## config.mk

```make
export PLATFORM = sky130hd
export DESIGN_NAME = iem_ctrl
export DESIGN_NICKNAME = d
export VERILOG_FILES = /design/src/common/iem_pkg.sv /design/src/rtl/iem_qtick.sv /design/src/rtl/iem_ctrl.sv
export VERILOG_INCLUDE_DIRS = /design/src /design/src/common
export SDC_FILE = /design/constraint.sdc
export NUM_CORES = 1
export LEC_CHECK = 0
export BUFFER_PORTS_ARGS = -buffer_cell sky130_fd_sc_hd__buf_2
export CORE_MARGIN = 3
export CORE_UTILIZATION = 50
export DETAILED_ROUTE_END_ITERATION = 10
export PLACE_DENSITY = 0.74
export SLEW_MARGIN = 20
export SYNTH_ARGS = -nofsm -noshare
export SYNTH_HDL_FRONTEND = slang
export SYNTH_SLANG_ARGS = --single-unit
```

## constraint.sdc

```tcl
create_clock -name clk_i -period 3.7 [get_ports clk_i]
set_clock_uncertainty 0.2 [all_clocks]
set_input_delay 0.555 -clock clk_i [delete_from_list [all_inputs] [get_ports clk_i]]
set_output_delay 0.555 -clock clk_i [all_outputs]
set_load 0.1 [all_outputs]
```

## src/common/iem_consts.svh

```systemverilog
// Constants for the two-wire EEPROM random-read master
`ifndef IEM_CONSTS_SVH
`define IEM_CONSTS_SVH
// Status codes posted after each bus action
`define IEM_ST_START 8'h08
`define IEM_ST_RSTART 8'h10
`define IEM_ST_AW_ACK 8'h18
`define IEM_ST_AW_NACK 8'h20
`define IEM_ST_DT_ACK 8'h28
`define IEM_ST_DT_NACK 8'h30
`define IEM_ST_AR_ACK 8'h40
`define IEM_ST_AR_NACK 8'h48
`define IEM_ST_DR_ACK 8'h50
`define IEM_ST_DR_NACK 8'h58
`define IEM_ST_RELEASED 8'hF8
// Reset values
`define IEM_CODE_RST 8'hF8
`define IEM_BYTE_RST 8'h00
// Bit-time structure: four quarters per bit, nine bits per byte
`define IEM_QTR_FIRST 2'h0
`define IEM_QTR_RISE 2'h1
`define IEM_QTR_SAMPLE 2'h2
`define IEM_QTR_LAST 2'h3
`define IEM_BIT_FIRST 4'h0
`define IEM_ACK_BIT 4'h8
`define IEM_MSB 3'h7
`endif

```

## src/common/iem_pkg.sv

```systemverilog
// Types for the two-wire EEPROM random-read master
package iem_pkg;
  // One software write to the control bits
  typedef struct packed {
    logic begin_req;
    logic halt_req;
    logic flag_clr;
    logic ack_assert;
  } iem_ctl_t;
  // Bus sequencer states
  typedef enum logic [2:0] {
    S_IDLE,
    S_HOLD,
    S_START,
    S_BYTE,
    S_STOP
  } iem_state_t;
endpackage

```

## src/rtl/iem_qtick.sv

```systemverilog
// Quarter-bit tick generator for the serial clock
`timescale 1ns/100ps
`include "iem_consts.svh"
module iem_qtick (
  // Clock and reset
  input wire logic clk_i,
  input wire logic arst_n_i,
  // Control
  input wire logic run_i,
  input wire logic [7:0] div_i,
  // Tick every div_i+1 clocks while running
  output logic tick_o
);
  logic [7:0] cnt_q; // Clocks since last tick

  // Counter restarts whenever the sequencer is parked
  always_ff @(posedge clk_i or negedge arst_n_i) begin
    if (!arst_n_i) begin
      cnt_q <= 8'h00;
      tick_o <= 1'b0;
    end else if (!run_i) begin
      cnt_q <= 8'h00;
      tick_o <= 1'b0;
    end else if (cnt_q == div_i) begin
      cnt_q <= 8'h00;
      tick_o <= 1'b1;
    end else begin
      cnt_q <= cnt_q + 8'h01;
      tick_o <= 1'b0;
    end
  end
endmodule

```

## src/rtl/iem_ctrl.sv

```systemverilog
// Two-wire master sequencer for EEPROM random reads
`timescale 1ns/100ps
`include "iem_consts.svh"
module iem_ctrl import iem_pkg::*; (
  // Clock and reset
  input wire logic clk_i,
  input wire logic arst_n_i,
  // Control bits and data from software
  input wire logic ctl_wr_i,
  input wire iem_ctl_t ctl_i,
  input wire logic dat_wr_i,
  input wire logic [7:0] dat_i,
  input wire logic [7:0] rate_divider_i,
  // State seen by software
  output logic flag_o,
  output logic [7:0] bus_state_code_o,
  output logic [7:0] shift_byte_reg_o,
  output logic begin_cond_request_o,
  output logic halt_cond_request_o,
  output logic ack_assert_o,
  // Open-drain bus pins
  input wire logic scl_i,
  output logic scl_o,
  output logic scl_oe_o,
  input wire logic sda_i,
  output logic sda_o,
  output logic sda_oe_o
);
  iem_state_t state_q; // Sequencer state
  logic [1:0] qtr_q; // Quarter within bit
  logic [3:0] bit_q; // Bit within byte, 8 is ack
  logic started_q; // Bus owned since a START
  logic addr_ph_q; // Next byte is the address
  logic rd_q; // Read direction latched from address
  logic ack_q; // Partner acknowledged last byte
  logic tick; // Quarter-bit tick
  logic run; // Sequencer busy on the bus
  logic go; // Software cleared flag while parked
  logic last; // Final quarter of a phase
  logic start_done;
  logic byte_done;
  logic stop_done;
  logic rx_data; // Current byte is received data

  assign run = (state_q == S_START) || (state_q == S_BYTE) || (state_q == S_STOP);
  assign go = ctl_wr_i && ctl_i.flag_clr && ((state_q == S_IDLE) || (state_q == S_HOLD));
  assign last = tick && (qtr_q == `IEM_QTR_LAST);
  assign start_done = (state_q == S_START) && last;
  assign byte_done = (state_q == S_BYTE) && last && (bit_q == `IEM_ACK_BIT);
  assign stop_done = (state_q == S_STOP) && last;
  assign rx_data = rd_q && !addr_ph_q;

  // Quarter ticks pace every bus phase
  iem_qtick u_qtick (
    .clk_i(clk_i),
    .arst_n_i(arst_n_i),
    .run_i(run),
    .div_i(rate_divider_i),
    .tick_o(tick)
  );

  ////////////////////////////////////////////////////////////////////////////
  // Sequencer

  // Next action chosen from the bits written with the flag clear
  always_ff @(posedge clk_i or negedge arst_n_i) begin
    if (!arst_n_i) begin
      state_q <= S_IDLE;
    end else if (go) begin
      if (ctl_i.halt_req && started_q) begin
        state_q <= S_STOP;
      end else if (ctl_i.begin_req) begin
        state_q <= S_START;
      end else if (started_q) begin
        state_q <= S_BYTE;
      end else begin
        state_q <= S_IDLE; // Nothing to do off the bus
      end
    end else if (start_done || byte_done) begin
      state_q <= S_HOLD;
    end else if (stop_done) begin
      state_q <= S_IDLE;
    end
  end

  // Quarter and bit counters
  always_ff @(posedge clk_i or negedge arst_n_i) begin
    if (!arst_n_i) begin
      qtr_q <= `IEM_QTR_FIRST;
      bit_q <= `IEM_BIT_FIRST;
    end else if (go) begin
      qtr_q <= `IEM_QTR_FIRST;
      bit_q <= `IEM_BIT_FIRST;
    end else if (tick) begin
      qtr_q <= qtr_q + 2'h1;
      if (last && state_q == S_BYTE) begin
        bit_q <= bit_q + 4'h1;
      end
    end
  end

  ////////////////////////////////////////////////////////////////////////////
  // Pin drive

  // Low level only; the wire is pulled high when released
  always_ff @(posedge clk_i or negedge arst_n_i) begin
    if (!arst_n_i) begin
      scl_o <= 1'b0;
      sda_o <= 1'b0;
    end else begin
      scl_o <= 1'b0;
      sda_o <= 1'b0;
    end
  end

  // Enables step by quarter; SCL kept low between actions holds the bus
  always_ff @(posedge clk_i or negedge arst_n_i) begin
    if (!arst_n_i) begin
      scl_oe_o <= 1'b0;
      sda_oe_o <= 1'b0;
    end else if (tick) begin
      unique case (state_q)
        S_START: begin
          // Release both, then SDA falls while SCL high
          if (qtr_q == `IEM_QTR_FIRST) sda_oe_o <= 1'b0;
          if (qtr_q == `IEM_QTR_RISE) scl_oe_o <= 1'b0;
          if (qtr_q == `IEM_QTR_SAMPLE) sda_oe_o <= 1'b1;
          if (qtr_q == `IEM_QTR_LAST) scl_oe_o <= 1'b1;
        end
        S_BYTE: begin
          if (qtr_q == `IEM_QTR_FIRST) begin
            if (bit_q == `IEM_ACK_BIT) begin
              sda_oe_o <= rx_data && ack_assert_o;
            end else if (rx_data) begin
              sda_oe_o <= 1'b0;
            end else begin
              sda_oe_o <= ~shift_byte_reg_o[`IEM_MSB - bit_q[2:0]];
            end
          end
          if (qtr_q == `IEM_QTR_RISE) scl_oe_o <= 1'b0;
          if (qtr_q == `IEM_QTR_LAST) scl_oe_o <= 1'b1;
        end
        S_STOP: begin
          // SDA rises while SCL high
          if (qtr_q == `IEM_QTR_FIRST) sda_oe_o <= 1'b1;
          if (qtr_q == `IEM_QTR_RISE) scl_oe_o <= 1'b0;
          if (qtr_q == `IEM_QTR_SAMPLE) sda_oe_o <= 1'b0;
        end
        default: begin
        end
      endcase
    end
  end

  ////////////////////////////////////////////////////////////////////////////
  // Data path

  // Software loads only while no byte is shifting; reads shift in MSB first
  always_ff @(posedge clk_i or negedge arst_n_i) begin
    if (!arst_n_i) begin
      shift_byte_reg_o <= `IEM_BYTE_RST;
    end else if (dat_wr_i && state_q != S_BYTE) begin
      shift_byte_reg_o <= dat_i;
    end else if (state_q == S_BYTE && tick && qtr_q == `IEM_QTR_SAMPLE
                 && bit_q != `IEM_ACK_BIT && rx_data) begin
      shift_byte_reg_o <= {shift_byte_reg_o[6:0], sda_i};
    end
  end

  // Ack sampled on the ninth clock
  always_ff @(posedge clk_i or negedge arst_n_i) begin
    if (!arst_n_i) begin
      ack_q <= 1'b0;
    end else if (state_q == S_BYTE && tick && qtr_q == `IEM_QTR_SAMPLE
                 && bit_q == `IEM_ACK_BIT) begin
      ack_q <= !sda_i;
    end
  end

  // Address phase and direction tracking
  always_ff @(posedge clk_i or negedge arst_n_i) begin
    if (!arst_n_i) begin
      started_q <= 1'b0;
      addr_ph_q <= 1'b0;
      rd_q <= 1'b0;
    end else if (start_done) begin
      started_q <= 1'b1;
      addr_ph_q <= 1'b1;
    end else if (byte_done && addr_ph_q) begin
      addr_ph_q <= 1'b0;
      rd_q <= shift_byte_reg_o[0];
    end else if (stop_done) begin
      started_q <= 1'b0;
      rd_q <= 1'b0;
    end
  end

  ////////////////////////////////////////////////////////////////////////////
  // Status and flag

  // Code posted at the end of each action
  always_ff @(posedge clk_i or negedge arst_n_i) begin
    if (!arst_n_i) begin
      bus_state_code_o <= `IEM_CODE_RST;
    end else if (start_done) begin
      bus_state_code_o <= started_q ? `IEM_ST_RSTART : `IEM_ST_START;
    end else if (byte_done) begin
      if (addr_ph_q && shift_byte_reg_o[0]) begin
        bus_state_code_o <= ack_q ? `IEM_ST_AR_ACK : `IEM_ST_AR_NACK;
      end else if (addr_ph_q) begin
        bus_state_code_o <= ack_q ? `IEM_ST_AW_ACK : `IEM_ST_AW_NACK;
      end else if (rd_q) begin
        bus_state_code_o <= ack_assert_o ? `IEM_ST_DR_ACK : `IEM_ST_DR_NACK;
      end else begin
        bus_state_code_o <= ack_q ? `IEM_ST_DT_ACK : `IEM_ST_DT_NACK;
      end
    end else if (stop_done) begin
      bus_state_code_o <= `IEM_ST_RELEASED;
    end
  end

  // Set wins over a clear in the same cycle; released bus raises no flag
  always_ff @(posedge clk_i or negedge arst_n_i) begin
    if (!arst_n_i) begin
      flag_o <= 1'b0;
    end else if (start_done || byte_done) begin
      flag_o <= 1'b1;
    end else if (ctl_wr_i && ctl_i.flag_clr) begin
      flag_o <= 1'b0;
    end
  end

  // Control bits; halt request self-clears once the bus is free
  always_ff @(posedge clk_i or negedge arst_n_i) begin
    if (!arst_n_i) begin
      begin_cond_request_o <= 1'b0;
      halt_cond_request_o <= 1'b0;
      ack_assert_o <= 1'b0;
    end else if (ctl_wr_i) begin
      begin_cond_request_o <= ctl_i.begin_req;
      halt_cond_request_o <= ctl_i.halt_req;
      ack_assert_o <= ctl_i.ack_assert;
    end else if (stop_done) begin
      halt_cond_request_o <= 1'b0;
    end
  end

  ////////////////////////////////////////////////////////////////////////////
  // Checks

  logic [8:0] gap_q; // Clocks since previous tick
  logic seen_q; // A tick occurred in this run
  always_ff @(posedge clk_i or negedge arst_n_i) begin
    if (!arst_n_i) begin
      gap_q <= 9'h000;
      seen_q <= 1'b0;
    end else if (!run) begin
      gap_q <= 9'h000;
      seen_q <= 1'b0;
    end else if (tick) begin
      gap_q <= 9'h001;
      seen_q <= 1'b1;
    end else begin
      gap_q <= gap_q + 9'h001;
    end
  end
endmodule

```

-- Yosys cells after proc, flatten, opt, wreduce, memory -nomap -nowiden
Index checks and enable logic that the tools add are counted.
- flip-flop bits (word level): 44
- latch bits: 0
- bits in writable memories: 0
- memory bits (read-only): 0
- input bits: 26
- output and inout port bits: 24
- word-level logic and storage cells: 133
- memories kept: 0
- $add $sub $neg: 4
- $mul: 0
- divide/modulo/power cells: 0
- magnitude comparators: 1
- equality and inequality tests: 15
- shifts and indexed selects: 0
- muxes and demuxes: 50
- bitwise logic cells: 2
- reduce and logical (&&, ||, !) cells: 44
- operator list (kind ; count):
    $mux 8 ; 7
    $mux 1 ; 21
    $mux 7 ; 3
    $mux 4 ; 5
    $logic_and 1x1->1 ; 18
    $reduce_bool 2->1 ; 9
    $mux 3 ; 5
    $mux 5 ; 2
    $reduce_bool 3->1 ; 3
    $add 8x1->8 const B ; 1
    $eq 8x8->1 ; 1
    $reduce_and 2->1 ; 4
    $eq 3x2->1 const B ; 2
    $mux 2 ; 3
    $mux 6 ; 1
    $ne 3x1->1 const B ; 2
    $reduce_and 5->1 ; 1
    $add 4x1->4 const B ; 1
    $eq 2x2->1 const B ; 2
    $eq 4x4->1 const B ; 1
    $logic_or 1x1->1 ; 4
    $lt 3x4->1 const B ; 1
    $ne 2x2->1 const B ; 2
    $ne 4x4->1 const B ; 1
    other kinds (14) ; 16

-- Depth between registers and ports, before layout
- depth in word-level cells: 8
- mapped depth: 6
- mapped depth without buffers: 6

-- By module
From an unflattened synthesis, not the netlist that was laid out.
- cell total of the unflattened synthesis: 229
- area total of the unflattened synthesis: 2331.0 um^2
- by module, submodules not included (module ; times used ; cells each ; area each (um^2) ; seq. area each (um^2)):
    iem_ctrl ; 1 ; 182 ; 1805.5 ; 807.0
    iem_qtick ; 1 ; 47 ; 525.5 ; 225.2

-- Worst setup path before layout
No wires, ideal clock.
- path kind: register -> register
- start: reg shift_byte_reg_o[0]
- end: reg sda_oe_o
- setup time: 0.121 ns
- arrival time: 1.726 ns
- required time: 3.379 ns
- setup slack: 1.652 ns
- cell stages (with the launch flop): 5
- buffers on the path: 0
- period minus slack after synthesis: 2.048 ns
- cell sequence: dfrtp_1 -> mux4_1 -> mux2i_1 -> and4_1 -> o22a_1
- longest elaborated chain between the ends: 7
- ends and longest elaborated chain (item ; RTL line ; RTL):
    start: declaration ; iem_ctrl.sv:17 ; output logic [7:0] shift_byte_reg_o,
    start signal: assignment ; iem_ctrl.sv:161 ; shift_byte_reg_o <= `IEM_BYTE_RST;
    start signal: assignment ; iem_ctrl.sv:163 ; shift_byte_reg_o <= dat_i;
    start signal: assignment ; iem_ctrl.sv:166 ; shift_byte_reg_o <= {shift_byte_reg_o[6:0], sda_i};
    $bmux 1 s3 ; iem_ctrl.sv:137 ; sda_oe_o <= ~shift_byte_reg_o[`IEM_MSB - bit_q[2:0]];
    $mux 1 ; iem_ctrl.sv:137 ;
    $not 1->1 ; iem_ctrl.sv:137 ;
    $mux 1 ; iem_ctrl.sv:134 ; end else if (rx_data) begin
    $mux 1 ; iem_ctrl.sv:132 ; if (bit_q == `IEM_ACK_BIT) begin
    $mux 1 ; iem_ctrl.sv:131 ; if (qtr_q == `IEM_QTR_FIRST) begin
    $pmux 1 s3 ; iem_ctrl.sv:122 ; unique case (state_q)
    end signal: assignment ; iem_ctrl.sv:133 ; sda_oe_o <= rx_data && ack_assert_o;
    end signal: assignment ; iem_ctrl.sv:137 ;
    end: declaration ; iem_ctrl.sv:27 ; output logic sda_oe_o
No other way between the ends. The select of a mux whose other input is x is not followed.
A chain may end at the register's enable or synchronous reset.

-- Worst setup path after layout
- start: reg state_q[2]
- end: reg shift_byte_reg_o[3]
- longest elaborated chain between the ends: 6
- elaborated cells between the ends (all ways): 9
- classes of those cells: eq/ne (2); mux (1); reduce/logical (6)
- ends and longest elaborated chain (item ; RTL line ; RTL):
    start: declaration ; iem_ctrl.sv:29 ; iem_state_t state_q;
    start signal: assignment ; iem_ctrl.sv:68 ; state_q <= S_IDLE;
    start signal: assignment ; iem_ctrl.sv:71 ; state_q <= S_STOP;
    start signal: assignment ; iem_ctrl.sv:73 ; state_q <= S_START;
    $eq 3x2->1 ; iem_ctrl.sv:164 ; end else if (state_q == S_BYTE && tick && qtr_q == `IEM_QTR_SAMPLE
    $logic_and 1x1->1 ; iem_ctrl.sv:164 ;
    $logic_and 1x1->1 (no source line) (2 in series) ; n/a ;
    $logic_and 1x1->1 ; iem_ctrl.sv:164 ;
    $reduce_bool 2->1 (no source line) ; n/a ;
Parallel ways exist; a longest one is shown, timed or not.

==> run summary <==
EDFF count, synth: 0
Largest area contributor in the netlist: dfrtp_1
WHS: 0.175 ns
CTS buffer count: 5
TritonRoute pass-1 iters: 4
Status: complete, no violations
MaxCap Viol Count: 0
Worst-skew pair later-pin latency: 0.29 ns
Final Hold Viols: 0
Share of layout cells above drive strength 1: 23.7%
Share of the synthesized area in the top cell type: 40.0%
CP max stage delay: 0.60 ns
Min cycle time layout: 2.26 ns
Total track usage: 19.1%
Clock buffer depth: 2
Final setup viols: 0
Die Span Y: 73.2 um
Maximum fanout along the worst path: 12
First-pass GRT wire length: 7950 um
Async set-reset flop share out of synthesis: 100%
Crit path depth: 4
Post-CTS Repair Setup Buffers: 0
CP delay by family, top: simple AND/OR/NAND/NOR gates
Mapped Area: 2250 um^2
Inst Count DP: 312
Routability cong.: 0.817
Req. time, crit path: 3.68 ns
Tightest Pin Transition: 0.876 ns
Synthesized flop and latch total: 41
Worst reg2reg path depth: 4
Non-filler cells in the finished layout: 320
Die W: 73.2 um
DP Worst Slack: 1.46 ns
Setup ws final: 1.44 ns
Main synth FF type: dfrtp_1
Crit path arrival time: 2.23 ns
Core Box Area: 4170 um^2
Total negative setup slack: 0 ns
Hold Path Class: input pin to asynchronous set/reset pin
Fmax achieved: 0.443 GHz
DRC viols: 0
Power per cell area: 803 nW/um^2
CP Cell Sequence: nand3b_2 > nor4_4 > a21oi_2 > a221o_1
Layout Nets: 302
Layout area overhead: 15.6%
Die ar.: 5350 um^2
LEAKAGE: 1.23 nW
WL per Instance: 13.9 um
Max IR drop VDD: 0.000502 V
Buf+Inv Stages, Crit Path: 0
Via density: 5.48
Synthesis Warnings: 0
Number of global-route vias before repair: 1,716
Row cnt: 23
Post-route ant nets: 0
Final Cycle Share: 61.0%
Via count: 1,755
Grt ovf: 0
H-Tree Depth: 2
Main area contributors after synthesis: dfrtp_1 (40%), dfstp_2 (5.8%), xor2_1 (5.0%)
Setup crit start kind: register
Number of buffers added on ports: 43
RSZ-0062 raised after global routing: no
Crit. End Element: register
Detailed Route WL: 4440 um
Setup CP Type: register to register
Root buffer cell: clkbuf_8
Clock transition at the registers of the reported paths: 0.08 ns
DP HPWL: 3410 um
CP max stage cell: nor4_4
Starting Density: 54.0%
ANT cells: 0
Post_cts resized: 0
Top post-synthesis cells by count: dfrtp_1 (36), nor2_1 (29), nand2_1 (14)
Largest net degree at the start of global routing: 42
Clk sinks: 41
Number of I/O pins: 50
Initial DRC Count: 95
Fin. max-slew vios: 0
Gate count of the mapped netlist: 224
CTS tree: built
Avg Synthesized Cell Area: 10.1 um^2
Cell variety after synth: 50
Normalized max-slew margin: 41.6%
Top-count cell post-synth: dfrtp_1
CTS Hold Bufs: 0
Initial antenna violation count: 0
Sequential-to-total area share from yosys stat: 45.8%
==> final timing paths <==
path	start	slack (ns)	endpoint
min	arst_n_i	0.17	qtr_q[1]$_DFFE_PN0P_
max in group asynchronous	arst_n_i	2.58	shift_byte_reg_o[2]$_DFFE_PN0P_
max reg2reg	state_q[2]$_DFFE_PN0P_	1.44	shift_byte_reg_o[3]$_DFFE_PN0P_
min reg2reg	flag_o$_DFFE_PN0P_	0.27	flag_o$_DFFE_PN0P_
max	state_q[2]$_DFFE_PN0P_	1.44	shift_byte_reg_o[3]$_DFFE_PN0P_
min in group clk_i	sda_i	0.25	ack_q$_DFFE_PN0P_
==> logic make-up (layout without fill, tap and decap cells) <==
group	Yosys count	in the layout	share of synthesized area (%)
AOI/OAI and AO/OA	41	41	12.3
xor gates and xnor gates	19	19	7.38
adders and majority gates	7	7	3.88
buffers and inverters	19	61	4.16
DFF	41	41	45.8
muxes	8	8	5.05
other	1	5	0.166
and+or+nand+nor	88	88	21.3
==> through the flow <==
stage / cell area, um^2 / util [%] / total power [mW]
2_1_floorplan: 2270 / - / 1.56
3_3_place_gp: 2490 / 59.7 / 1.72
3_5_place_dp: 2490 / 59.7 / 1.75
4_1_cts: 2610 / 62.5 / 2.11
5_1_grt: 2610 / 62.5 / 2.24
6_report: 2610 / 62.5 / 2.09
==> layout make-up <==
| type | instances | area, um^2 |
|---|---|---|
| Clock inverter | 3 | 46.3 |
| Fill cell | 359 | 1570 |
| Sequential cell | 41 | 1030 |
| Tap cell | 50 | 62.6 |
| Multi-Input combinational cell | 168 | 1140 |
| Inverter | 10 | 37.5 |
| Timing Repair Buffer | 43 | 215 |
| Clock buffer | 5 | 68.8 |
==> power by group <==
part           internal (mW)  switching [mW]  total (mW)
combinational          0.283           0.692       0.975
sequential             0.589           0.169       0.758
clock                  0.202           0.158       0.360
total                   1.07            1.02        2.09
==> per-layer routing <==
layer  track usage (%)  wire, um
met5                 0         0
met4              5.33        43
met3              3.72       186
met2              30.1      2170
met1              26.8      2040
==> placed cells by master, fill, tap and decap left out, types with 6 or more instances in the layout <==
cell type and count:
o21ai_0 8, dfrtp_1 36, and3_1 6, nor3_1 8
nand2_1 14, ha_1 7, inv_1 10, buf_2 43
xor2_1 13, nor2_1 29, a21oi_1 13, xnor2_1 6
==> state kept, by name, summed over array words and instances (netlist names), 2 cells and up, named ones only <==
signal and flops:
bus_state_code_o 5, state_q 3, qtr_q 2, shift_byte_reg_o 8, u_qtick.cnt_q 8, bit_q 4
(Power assumes the default switching activity.)
